**src/rtl/i2cr_pkg.sv**
```systemverilog
package i2cr_pkg;

  // slave address: upper bits fixed, low bits from the select pins
  localparam logic [6:0] SLV_ADDR_BASE = 7'h38;
  localparam int ADDR_PIN_W = 3;

  localparam logic [2:0] OP_WRITE = 3'h3;
  localparam logic [2:0] OP_READ = 3'h4;

  localparam logic [4:0] PORT_LINK = 5'h01;
  localparam logic [4:0] PORT_VIRT = 5'h10;

  // byte index within one packet, saturating at the extra-byte value
  localparam logic [3:0] IDX_ADDR = 4'h0;
  localparam logic [3:0] IDX_CMD_FIRST = 4'h1;
  localparam logic [3:0] IDX_CMD_LAST = 4'h4;
  localparam logic [3:0] IDX_DATA_FIRST = 4'h5;
  localparam logic [3:0] IDX_DATA_LAST = 4'h8;
  localparam logic [3:0] IDX_EXTRA = 4'h9;

  localparam logic [3:0] BIT_FULL = 4'h8;
  localparam logic [3:0] BIT_LAST = 4'h7;

  // field positions in the 32-bit word of four command bytes
  localparam int OP_LSB = 24;
  localparam int SEL_HI_LSB = 16;
  localparam int SEL_LO_BIT = 15;
  localparam int BE_LSB = 10;
  localparam int AHI_LSB = 8;
  localparam int ALO_LSB = 0;
  localparam logic [1:0] ADDR_PAD = 2'h0;

  typedef enum logic [4:0] {
    ST_IDLE = 5'h01,
    ST_RX = 5'h02,
    ST_RX_ACK = 5'h04,
    ST_TX = 5'h08,
    ST_TX_ACK = 5'h10
  } i2cr_state_t;

endpackage : i2cr_pkg

```
**src/rtl/i2cr_req_if.sv**
```systemverilog
`timescale 1ns/100ps
`default_nettype none
interface i2cr_req_if;
  logic go;
  logic we;
  logic [4:0] sel;
  logic [9:0] dw_addr;
  logic [3:0] be;
  logic [31:0] wdata;
  logic [31:0] rbuf;
  logic busy;
  modport ctl (output go, output we, output sel, output dw_addr, output be, output wdata, input rbuf, input busy);
  modport port (input go, input we, input sel, input dw_addr, input be, input wdata, output rbuf, output busy);
endinterface : i2cr_req_if
`default_nettype wire

```
**src/rtl/i2cr_cfg_port.sv**
```systemverilog
`timescale 1ns/100ps
`default_nettype none
module i2cr_cfg_port (
  input wire logic clk_sys,
  input wire logic arst_n,
  i2cr_req_if.port req,
  input wire logic bridged_partition_mode,
  output var logic cfg_req,
  output var logic cfg_we,
  output var logic [3:0] cfg_port,
  output var logic cfg_link_side,
  output var logic cfg_virt_side,
  output var logic [11:0] cfg_addr,
  output var logic [3:0] cfg_be,
  output var logic [31:0] cfg_wdata,
  input wire logic cfg_ack,
  input wire logic [31:0] cfg_rdata
);
  logic take;
  logic done;

  // a go while an access is still open is dropped
  assign take = req.go & ~cfg_req;
  assign done = cfg_req & cfg_ack;
  assign req.busy = cfg_req;

  always_ff @(posedge clk_sys or negedge arst_n) begin
    if (!arst_n) begin
      cfg_req <= 1'h0;
      cfg_we <= 1'h0;
      cfg_port <= 4'h0;
      cfg_link_side <= 1'h0;
      cfg_virt_side <= 1'h0;
      cfg_addr <= 12'h000;
      cfg_be <= 4'h0;
      cfg_wdata <= 32'h0000_0000;
    end else if (take) begin
      cfg_req <= 1'h1;
      cfg_we <= req.we;
      cfg_port <= req.sel[3:0]; // [RULE12]
      cfg_link_side <= (req.sel == i2cr_pkg::PORT_LINK) & bridged_partition_mode; // [RULE12]
      cfg_virt_side <= (req.sel == i2cr_pkg::PORT_VIRT); // [RULE12]
      cfg_addr <= {req.dw_addr, i2cr_pkg::ADDR_PAD}; // [RULE14]
      cfg_be <= req.be; // [RULE13] [RULE21]
      cfg_wdata <= req.wdata;
    end else if (done) begin
      cfg_req <= 1'h0;
    end
  end

  always_ff @(posedge clk_sys or negedge arst_n) begin
    if (!arst_n) begin
      req.rbuf <= 32'h0000_0000;
    end else if (done && !cfg_we) begin
      req.rbuf <= cfg_rdata; // [RULE17]
    end
  end
endmodule : i2cr_cfg_port
`default_nettype wire

```
**src/rtl/i2cr_sync.sv**
```systemverilog
`timescale 1ns/100ps
`default_nettype none
module i2cr_sync #(
  parameter int W = 5,
  parameter logic [W-1:0] RST_VAL = '0
) (
  input wire logic clk_sys,
  input wire logic arst_n,
  input wire logic [W-1:0] d_async,
  output var logic [W-1:0] q
);
  logic [W-1:0] meta_reg;

  // first stage feeds only the second stage
  for (genvar i = 0; i < W; i++) begin : g_bit
    always_ff @(posedge clk_sys or negedge arst_n) begin
      if (!arst_n) begin
        meta_reg[i] <= RST_VAL[i];
        q[i] <= RST_VAL[i];
      end else begin
        meta_reg[i] <= d_async[i];
        q[i] <= meta_reg[i];
      end
    end
  end
endmodule : i2cr_sync
`default_nettype wire

```
**src/rtl/i2cr_top.sv**
```systemverilog
// What this block does
// [RULE1] answer address 38h plus select pins
// [RULE2] sample three select pins for address
// [RULE3] software override replaces the slave address
// [RULE4] master writes: address, four commands, data
// [RULE5] invalid command leaves target register untouched
// [RULE6] first data byte is bits 31:24
// [RULE7] master always sends four data bytes
// [RULE8] master ends with stop or repeated start
// [RULE9] nak every write data byte past fourth
// [RULE10] opcode 011b writes, 100b reads
// [RULE11] port select from byte1[3:0], byte2[7]
// [RULE12] decode port select, 11h-1Fh reserved
// [RULE13] byte enables in byte2 bits 5:2
// [RULE14] dword address from byte2[1:0], byte3
// [RULE15] read: command packet then read packet
// [RULE16] address bit0 set means read cycle
// [RULE17] read command latches register into buffer
// [RULE18] send buffer most significant byte first
// [RULE19] past four read bytes, wrap around
// [RULE20] packets may join through repeated start
// [RULE21] accepted write issues one dword access
`timescale 1ns/100ps
`default_nettype none
module i2cr_top (
  input wire logic clk_sys,
  input wire logic arst_n,
  input wire logic scl_in,
  input wire logic sda_in,
  output var logic sda_out,
  output var logic sda_oe,
  input wire logic [2:0] addr_sel_pins,
  input wire logic dev_addr_ovr_en,
  input wire logic [6:0] dev_addr_ovr,
  input wire logic bridged_partition_mode,
  output var logic link_active,
  output var logic cfg_req,
  output var logic cfg_we,
  output var logic [3:0] cfg_port,
  output var logic cfg_link_side,
  output var logic cfg_virt_side,
  output var logic [11:0] cfg_addr,
  output var logic [3:0] cfg_be,
  output var logic [31:0] cfg_wdata,
  input wire logic cfg_ack,
  input wire logic [31:0] cfg_rdata
);
  i2cr_req_if req ();

  logic [4:0] sync_q;
  logic scl_s;
  logic sda_s;
  logic [2:0] addr_s;
  logic scl_d_reg;
  logic sda_d_reg;

  i2cr_pkg::i2cr_state_t state_reg;
  i2cr_pkg::i2cr_state_t state_next;
  logic [3:0] bit_cnt_reg;
  logic [3:0] bit_cnt_next;
  logic [3:0] byte_idx_reg;
  logic [3:0] byte_idx_next;
  logic [7:0] shreg_reg;
  logic [7:0] shreg_next;
  logic [7:0] tx_reg;
  logic [7:0] tx_next;
  logic [1:0] tx_sel_reg;
  logic [1:0] tx_sel_next;
  logic [31:0] cmd_reg;
  logic [31:0] cmd_next;
  logic [31:0] wdata_reg;
  logic [31:0] wdata_next;
  logic rw_reg;
  logic rw_next;
  logic mack_reg;
  logic mack_next;
  logic sda_oe_reg;
  logic sda_oe_next;
  logic go_reg;
  logic go_next;
  logic we_reg;
  logic we_next;
  logic active_reg;

  // pins cross into clk_sys; scl is only sampled, never a clock
  // bus pins idle high; a low reset value would fake an edge after reset
  i2cr_sync #(
    .W(5),
    .RST_VAL(5'h18)
  ) u_sync (
    .clk_sys(clk_sys),
    .arst_n(arst_n),
    .d_async({scl_in, sda_in, addr_sel_pins}),
    .q(sync_q)
  );

  assign scl_s = sync_q[4];
  assign sda_s = sync_q[3];
  assign addr_s = sync_q[2:0];

  wire scl_rise = scl_s & ~scl_d_reg;
  wire scl_fall = ~scl_s & scl_d_reg;
  wire start_det = scl_s & scl_d_reg & sda_d_reg & ~sda_s; // [RULE20]
  wire stop_det = scl_s & scl_d_reg & ~sda_d_reg & sda_s;

  wire [6:0] pin_addr = i2cr_pkg::SLV_ADDR_BASE | {4'h0, addr_s}; // [RULE1] [RULE2]
  wire [6:0] own_addr = dev_addr_ovr_en ? dev_addr_ovr : pin_addr; // [RULE3]
  wire addr_match = (shreg_reg[7:1] == own_addr);

  // command fields
  wire [2:0] cmd_op = cmd_reg[i2cr_pkg::OP_LSB +: 3]; // [RULE10]
  wire [4:0] cmd_sel = {cmd_reg[i2cr_pkg::SEL_HI_LSB +: 4], cmd_reg[i2cr_pkg::SEL_LO_BIT]}; // [RULE11]
  wire [3:0] cmd_be = cmd_reg[i2cr_pkg::BE_LSB +: 4]; // [RULE13]
  wire [9:0] cmd_dw = {cmd_reg[i2cr_pkg::AHI_LSB +: 2], cmd_reg[i2cr_pkg::ALO_LSB +: 8]}; // [RULE14]
  wire port_ok = (cmd_sel <= i2cr_pkg::PORT_VIRT); // [RULE12]
  wire is_wr = (cmd_op == i2cr_pkg::OP_WRITE) & port_ok; // [RULE5]
  wire is_rd = (cmd_op == i2cr_pkg::OP_READ) & port_ok; // [RULE5]

  wire idx_is_addr = (byte_idx_reg == i2cr_pkg::IDX_ADDR);
  wire idx_is_cmd = (byte_idx_reg >= i2cr_pkg::IDX_CMD_FIRST) & (byte_idx_reg <= i2cr_pkg::IDX_CMD_LAST);
  wire idx_is_data = (byte_idx_reg >= i2cr_pkg::IDX_DATA_FIRST) & (byte_idx_reg <= i2cr_pkg::IDX_DATA_LAST);
  // data bytes only for a valid write; fifth and later fall outside idx_is_data
  wire byte_ok = (idx_is_addr & addr_match) | idx_is_cmd | (idx_is_data & is_wr); // [RULE9]
  wire byte_done = scl_fall & (bit_cnt_reg == i2cr_pkg::BIT_FULL);
  wire issue_rd = (byte_idx_reg == i2cr_pkg::IDX_CMD_LAST) & is_rd; // [RULE17]
  wire issue_wr = (byte_idx_reg == i2cr_pkg::IDX_DATA_LAST) & is_wr; // [RULE21]
  wire [3:0] idx_inc = (byte_idx_reg == i2cr_pkg::IDX_EXTRA) ? byte_idx_reg : byte_idx_reg + 4'h1;

  // buffer byte by pointer: 0 picks bits 31:24, wraps after 7:0
  wire [7:0] tx_byte = req.rbuf[{~tx_sel_reg, 3'h0} +: 8]; // [RULE18] [RULE19]

  assign req.go = go_reg;
  // byte index has moved on once go is seen, so direction rides with go
  assign req.we = we_reg; // [RULE21]
  assign req.sel = cmd_sel;
  assign req.dw_addr = cmd_dw;
  assign req.be = cmd_be;
  assign req.wdata = wdata_reg;

  always_comb begin
    state_next = state_reg;
    bit_cnt_next = bit_cnt_reg;
    byte_idx_next = byte_idx_reg;
    shreg_next = shreg_reg;
    tx_next = tx_reg;
    tx_sel_next = tx_sel_reg;
    cmd_next = cmd_reg;
    wdata_next = wdata_reg;
    rw_next = rw_reg;
    mack_next = mack_reg;
    sda_oe_next = sda_oe_reg;
    go_next = 1'h0;
    we_next = issue_wr;
    if (stop_det) begin
      state_next = i2cr_pkg::ST_IDLE;
      sda_oe_next = 1'h0;
    end else if (start_det) begin
      state_next = i2cr_pkg::ST_RX;
      bit_cnt_next = 4'h0;
      byte_idx_next = i2cr_pkg::IDX_ADDR;
      tx_sel_next = 2'h0;
      sda_oe_next = 1'h0;
    end else begin
      unique case (state_reg)
        i2cr_pkg::ST_IDLE: begin
          sda_oe_next = 1'h0;
        end
        i2cr_pkg::ST_RX: begin
          if (scl_rise) begin
            shreg_next = {shreg_reg[6:0], sda_s};
            bit_cnt_next = bit_cnt_reg + 4'h1;
          end else if (byte_done) begin
            if (byte_ok) begin
              sda_oe_next = 1'h1;
              state_next = i2cr_pkg::ST_RX_ACK;
              if (idx_is_addr) begin
                rw_next = shreg_reg[0]; // [RULE16]
              end
              if (idx_is_cmd) begin
                cmd_next = {cmd_reg[23:0], shreg_reg};
              end
              if (idx_is_data) begin
                wdata_next = {wdata_reg[23:0], shreg_reg}; // [RULE6]
              end
            end else begin
              // nak: stay off the bus until the next start or stop
              state_next = i2cr_pkg::ST_IDLE; // [RULE9]
            end
          end
        end
        i2cr_pkg::ST_RX_ACK: begin
          if (scl_fall) begin
            sda_oe_next = 1'h0;
            bit_cnt_next = 4'h0;
            byte_idx_next = idx_inc;
            go_next = issue_rd | issue_wr; // [RULE17] [RULE21]
            if (idx_is_addr && rw_reg) begin
              state_next = i2cr_pkg::ST_TX; // [RULE16]
              tx_next = tx_byte;
              tx_sel_next = tx_sel_reg + 2'h1;
              sda_oe_next = ~tx_byte[7];
            end else begin
              state_next = i2cr_pkg::ST_RX;
            end
          end
        end
        i2cr_pkg::ST_TX: begin
          if (scl_fall) begin
            if (bit_cnt_reg == i2cr_pkg::BIT_LAST) begin
              sda_oe_next = 1'h0;
              state_next = i2cr_pkg::ST_TX_ACK;
            end else begin
              sda_oe_next = ~tx_reg[6];
              tx_next = {tx_reg[6:0], 1'h0};
              bit_cnt_next = bit_cnt_reg + 4'h1;
            end
          end
        end
        i2cr_pkg::ST_TX_ACK: begin
          if (scl_rise) begin
            mack_next = ~sda_s;
          end else if (scl_fall) begin
            if (mack_reg) begin
              state_next = i2cr_pkg::ST_TX; // [RULE19]
              bit_cnt_next = 4'h0;
              tx_next = tx_byte;
              tx_sel_next = tx_sel_reg + 2'h1;
              sda_oe_next = ~tx_byte[7];
            end else begin
              state_next = i2cr_pkg::ST_IDLE;
            end
          end
        end
        default: begin
          state_next = i2cr_pkg::ST_IDLE;
          sda_oe_next = 1'h0;
        end
      endcase
    end
  end

  always_ff @(posedge clk_sys or negedge arst_n) begin
    if (!arst_n) begin
      scl_d_reg <= 1'h1;
      sda_d_reg <= 1'h1;
      state_reg <= i2cr_pkg::ST_IDLE;
      bit_cnt_reg <= 4'h0;
      byte_idx_reg <= i2cr_pkg::IDX_ADDR;
      shreg_reg <= 8'h00;
      tx_reg <= 8'h00;
      tx_sel_reg <= 2'h0;
    end else begin
      scl_d_reg <= scl_s;
      sda_d_reg <= sda_s;
      state_reg <= state_next;
      bit_cnt_reg <= bit_cnt_next;
      byte_idx_reg <= byte_idx_next;
      shreg_reg <= shreg_next;
      tx_reg <= tx_next;
      tx_sel_reg <= tx_sel_next;
    end
  end

  always_ff @(posedge clk_sys or negedge arst_n) begin
    if (!arst_n) begin
      cmd_reg <= 32'h0000_0000;
      wdata_reg <= 32'h0000_0000;
      rw_reg <= 1'h0;
      mack_reg <= 1'h0;
      sda_oe_reg <= 1'h0;
      go_reg <= 1'h0;
      we_reg <= 1'h0;
      active_reg <= 1'h0;
    end else begin
      cmd_reg <= cmd_next;
      wdata_reg <= wdata_next;
      rw_reg <= rw_next;
      mack_reg <= mack_next;
      sda_oe_reg <= sda_oe_next;
      go_reg <= go_next;
      we_reg <= we_next;
      active_reg <= (state_next != i2cr_pkg::ST_IDLE);
    end
  end

  // open drain: the driven level is always low
  always_ff @(posedge clk_sys or negedge arst_n) begin
    if (!arst_n) begin
      sda_out <= 1'h0;
    end else begin
      sda_out <= 1'h0;
    end
  end

  assign sda_oe = sda_oe_reg;
  assign link_active = active_reg;

  i2cr_cfg_port u_cfg (
    .clk_sys(clk_sys),
    .arst_n(arst_n),
    .req(req),
    .bridged_partition_mode(bridged_partition_mode),
    .cfg_req(cfg_req),
    .cfg_we(cfg_we),
    .cfg_port(cfg_port),
    .cfg_link_side(cfg_link_side),
    .cfg_virt_side(cfg_virt_side),
    .cfg_addr(cfg_addr),
    .cfg_be(cfg_be),
    .cfg_wdata(cfg_wdata),
    .cfg_ack(cfg_ack),
    .cfg_rdata(cfg_rdata)
  );
endmodule : i2cr_top
`default_nettype wire

```
**config.mk**
```make
export PLATFORM = sky130hd
export DESIGN_NAME = i2cr_top
export DESIGN_NICKNAME = d
export VERILOG_FILES = /design/src/rtl/i2cr_pkg.sv /design/src/rtl/i2cr_req_if.sv /design/src/rtl/i2cr_cfg_port.sv /design/src/rtl/i2cr_sync.sv /design/src/rtl/i2cr_top.sv
export SDC_FILE = /design/constraint.sdc
export NUM_CORES = 1
export LEC_CHECK = 0
export ABC_AREA = 0
export BUFFER_PORTS_ARGS = -buffer_cell sky130_fd_sc_hd__buf_4
export CORE_MARGIN = 1.5
export CORE_UTILIZATION = 40
export DETAILED_ROUTE_END_ITERATION = 8
export SYNTH_ARGS = -nofsm -noshare
export SYNTH_HDL_FRONTEND = slang
export SYNTH_SLANG_ARGS = --single-unit
```
**constraint.sdc**
```tcl
create_clock -name clk_sys -period 5.1 [get_ports clk_sys]
set_clock_uncertainty 0.2 [all_clocks]
set_input_delay 0.765 -clock clk_sys [delete_from_list [all_inputs] [get_ports clk_sys]]
set_output_delay 0.765 -clock clk_sys [all_outputs]
set_load 0.02 [all_outputs]
```
Yosys cells after proc, flatten, opt, wreduce, memory -nomap -nowiden

Cells that the tools add are included.
W data, S select, Z words.

Register bits after elaboration: 193
Logic and storage cells: 198

$add $sub $neg: 3
$lt $le $gt $ge: 5
Equal/unequal tests: 40
Shift-type cells: 1
Muxes and demuxes: 61
Bitwise logic cells: 33
Reductions and logical operators: 20

Operators with widths:

| cell                  | count |
|---|---|
| $mux W4               | 14 |
| $mux W7               | 8 |
| $mux W5               | 9 |
| $ne A4 B4 Y1 const B  | 8 |
| $shiftx A32 B6 Y8     | 1 |
| $reduce_and A7 Y1     | 4 |
| $pmux W5 S5           | 1 |
| $ne A3 B3 Y1 const B  | 8 |
| $pmux W7 S3           | 1 |
| $and A1 B1 Y1         | 19 |
| $mux W1               | 18 |
| $ne A2 B2 Y1 const B  | 8 |
| $pmux W4 S4           | 1 |
| $eq A4 B4 Y1 const B  | 3 |
| $mux W2               | 6 |
| $reduce_and A4 Y1     | 3 |
| $eq A5 B1 Y1 const B  | 2 |
| $eq A5 B5 Y1 const B  | 2 |
| $not A1 Y1            | 10 |
| $reduce_and A10 Y1    | 1 |
| $reduce_and A9 Y1     | 1 |
| $add A4 B1 Y4 const B | 2 |
| $eq A4 B3 Y1 const B  | 2 |
| $reduce_and A8 Y1     | 1 |
| other kinds (24)      | 30 |

Depth between registers and ports, before layout

Depth after elaboration: 12
Depth in mapped cells: 9

By module

From an unflattened synthesis, not the netlist that was laid out.

Cell total of the unflattened synthesis: 601
Area total of the unflattened synthesis: 8255.4 µm²

Modules (own cells, without submodules):

| module        | times used | cells an instance | area each (µm²) | sequential area each (µm²) |
|---|---|---|---|---|
| i2cr_top      | 1          | 398               | 4707.0          | 2306.0 |
| i2cr_cfg_port | 1          | 193               | 3293.2          | 2152.1 |
| i2cr_sync     | 1          | 10                | 255.2           | 255.2 |

Least setup slack after synthesis

Ideal clock, no wire load.

Path kind: in2reg
Start: input dev_addr_ovr_en
End: register wdata_reg[10], in the netlist req.wdata[10]
Library setup time: 125 ps
Arrival time: 2695 ps
Setup slack: 2080 ps
Cell stages on the path: 8
Buffers on the path: 2
Path through: buf_6 mux2i_1 xnor2_1 or4_1 o21ai_2 nor3b_4 buf_6 mux2_4

Cells in the longest elaborated chain, start to end: 6

Ends and longest elaborated chain:

| what                               | line            | text |
|---|---|---|
| start, declared                    | i2cr_top.sv:33  | `input wire logic dev_addr_ovr_en,` |
| $mux W7                            | i2cr_top.sv:107 | `wire [6:0] own_addr = dev_addr_ovr_en ? dev_addr_ovr : pin_addr;` |
| $eq A7 B7 Y1                       | i2cr_top.sv:108 | `wire addr_match = (shreg_reg[7:1] == own_addr);` |
| $and A1 B1 Y1                      | i2cr_top.sv:123 | `wire byte_ok = (idx_is_addr & addr_match) \| idx_is_cmd \| (idx_is_data & is_wr);` |
| $or A1 B1 Y1 (2 in a row)          | i2cr_top.sv:123 |  |
| $reduce_and A7 Y1 (no source line) | -               |  |
| end signal, assigned               | i2cr_top.sv:276 | `wdata_reg <= wdata_next;` |
| end, declared                      | i2cr_top.sv:71  | `logic [31:0] wdata_reg;` |

Every way passes these cells.
A chain may end at the register's enable or synchronous reset.

Final worst setup path

Start: register state_reg[2]
End: register cmd_reg[2]

Cells in the longest elaborated chain, start to end: 2

Ends and longest elaborated chain:

| what                               | line            | text |
|---|---|---|
| start, declared                    | i2cr_top.sv:57  | `i2cr_pkg::i2cr_state_t state_reg;` |
| start signal, assigned             | i2cr_top.sv:246 | `state_reg <= i2cr_pkg::ST_IDLE;` |
| start signal, assigned             | i2cr_top.sv:255 | `state_reg <= state_next;` |
| $eq A5 B2 Y1                       | i2cr_top.sv:164 | `unique case (state_reg)` |
| $reduce_and A7 Y1 (no source line) | -               |  |
| end signal, assigned               | i2cr_top.sv:275 | `cmd_reg <= cmd_next;` |
| end, declared                      | i2cr_top.sv:69  | `logic [31:0] cmd_reg;` |

Every way passes these cells.

==> out/qor.csv <==
stage,metric,value,unit
cells_and_area,"most common cell after layout, fill and taps aside",dfrtp_1,
clock_tree,CTS Buf Count,17,
cells_and_area,area delta synth->final,20.26,%
floorplan,die width,144.2,um
logic_synthesis,Post-synth EDFFs,0,
logic_synthesis,YS warnings,0,
timing,final hold violations,0,
timing,final setup fails,0,
pwr,Pleak,4.643,nW
timing,Worst Max-Slew Pin Slew,1.166,ns
logic_synthesis,register area share after synthesis,59.08,%
timing,relative slew slack,21.62,%
floorplan,Initial Util,40.86,%
routing,vias per cell,5.161,
placement,Area after DPL,9007,um2
clock_tree,CTS max path bufs,2,
logic_synthesis,Avg Inst Size Synth,14.00,um2
critical_path,crit path from,state_reg[2],
run_status,status,"complete, no violations",
floorplan,num ports,108,
clock_tree,cts-stage hold buffer count,0,
floorplan,Rows,51,
placement,Setup WS pre-CTS,1.667,ns
critical_path,crit path DAT,3.48,ns
timing,clock period minus worst slack,3.379,ns
grt,first-pass GRT wire length,25.90,mm
floorplan,Die Y,144.2,um
timing,RSZ-0062 raised after global routing,false,
grt,remaining global-route overflow,0,
timing,setup TNS,0,ns
critical_path,CP Capture Type,flop,
routing,vias,4893,
cells_and_area,diode count,0,
logic_synthesis,ys flop type,dfrtp_1,
hold_path,worst hold start,u_sync.meta_reg[2],
critical_path,Critical Path RT,5.20,ns
hold_path,Hold WC Path Type,flop to flop,
placement,PortBufs,104,
grt,largest net degree at the start of global routing,120,
logic_synthesis,Cell variety after synth,60,
floorplan,Core Area,19530,um2
clock_tree,clock tree root buffer cell,clkbuf_16,
floorplan,Die Footprint,20800,um2
cells_and_area,share of cells above drive strength 1,45.24,%
logic_synthesis,cell area after synthesis,7978,um2
placement,DPL Wire Length,10.88,mm
critical_path,reg-to-reg startpoint,state_reg[2],
clock_tree,CTS Sinks,188,
critical_path,Crit Path Class,flop to flop,
logic_synthesis,Seq cells post-synth,188,
logic_synthesis,Syn Inst Count,570,
clock_tree,Max H-tree Level,4,
routing,drt drc,0,
placement,routability cong.,0.7889,
critical_path,Crit Path Max Fanout,22,
clock_tree,post-CTS sizing,0,
grt,total track usage,16.23,%
timing,final-report max-slew violation count,0,
grt,vias in the first global route,4896,
critical_path,Critical Path Source Type,flop,
cells_and_area,# nets final,724,
logic_synthesis,ys async rst share,100.0,%
routing,DRT Pass-1 Iters,5,
cells_and_area,post-route cell area,9594,um2
timing,period utilisation layout,66.26,%
routing,iteration-0 DRC count of the detailed router,250,
pwr,Pwr Density,332.6,nW/um2
routing,WL per Instance,16.73,um
pwr,Peak VDD IR,0.0002276,V
clock_tree,setup bufs post-CTS,0,
routing,final wirelength,15.86,mm
cells_and_area,most frequent cells in the layout,"dfrtp_1 (181), mux2_2 (135), buf_4 (106)",
timing,final worst slack,1.721,ns
clock_tree,Clock transition at path regs,0.07,ns
job,reported max-cap violation count,0,
grt,initial antenna violation count,0,
routing,Detail Route Antenna Nets,0,
pwr,Total Power,3.191,mW
timing,FMAX,295.9,MHz
cells_and_area,Final Util,49.13,%
clock_tree,CTS tree,built,
clock_tree,clock latency on the worst-skew pair,0.43,ns
## critical path, cell delays in order, from the launching register on
cell and delay [ns]:
dfrtp_1 0.50, or4b_1 0.61, nor2_1 0.29, and2_1 0.28, nand3_1 0.78, mux2_2 0.58
## metal layers
| metal | wire [um] | GRT usage (%) |
|---|---|---|
| met1 | 7634 | 23.12 |
| met2 | 7311 | 24.60 |
| met3 | 702 | 3.775 |
| met4 | 212 | 5.051 |
| met5 | 0 | 0 |
## kinds of logic (layout without fill, tap and decap cells)
group | Yosys count | in the layout | synth area share [%]
xor gates and xnor gates | 8 | 8 | 0.8783
DFF | 188 | 188 | 59.08
and+or+nand+nor | 103 | 103 | 7.152
AOI/OAI and AO/OA | 61 | 61 | 4.862
buffers and inverters | 38 | 149 | 2.337
adders and majority gates | 5 | 5 | 0.7842
other | 1 | 3 | 0.04701
muxes | 166 | 166 | 24.86
## cell type report
cell class	instances	area [um2]
timing repair buffer	108	829.5
inverter	9	33.78
multi-input combinational	346	3099
fill	1732	9932
clock buffer	20	466.7
clock inverter	12	120.1
sequential	188	4713
tap	265	331.6
## power by group
part           total (mW)  internal [mW]  switching (mW)
logic               0.245          0.141           0.104
clock network        1.30          0.687           0.611
registers            1.65           1.59          0.0587
## path summary, 6_finish.rpt
| kind | end | slack (ns) | cells after the start |
|---|---|---|---|
| hold / removal | u_sync.q[2] | 0.16 | 0 |
| hold reg to reg | u_sync.q[2] | 0.16 | 0 |
| max in group asynchronous | state_reg[0] | 3.47 | 2 |
| min in group asynchronous | u_cfg.cfg_port[1] | 0.28 | 1 |
| setup / recovery | cmd_reg[2] | 1.72 | 5 |
| setup reg to reg | cmd_reg[2] | 1.72 | 5 |
## metrics by stage
stage,cells,hold slack [ns]
finish,948,0.1551
CTS,948,0.1558
global placement,916,0.1336
detailed placement,916,0.1402
floorplan,572,0.1312
global route,948,0.1656
## Yosys cell counts (3+ instances only)
master	count	area share, %
nor2b_1	5	0.39
inv_1	9	0.42
clkbuf_1	11	0.52
nor2_1	25	1.2
o31ai_1	4	0.38
nor3_1	4	0.25
nor3b_1	5	0.47
nand2_1	15	0.71
nand2b_1	9	0.71
nor4_1	5	0.39
dfrtp_1	181	57
dfstp_2	7	2.3
mux2_4	10	1.9
buf_1	9	0.42
buf_6	4	0.56
a21oi_1	21	1.3
mux2i_1	11	1.4
mux4_2	8	2.3
o211ai_1	3	0.28
ha_1	5	0.78
buf_4	3	0.28
nand3b_1	3	0.28
xor2_1	6	0.66
nand3_1	15	0.94
mux2_2	135	19
a21o_1	3	0.28
o21ai_0	12	0.75
Note: power is estimated with default switching activity, not from simulation.
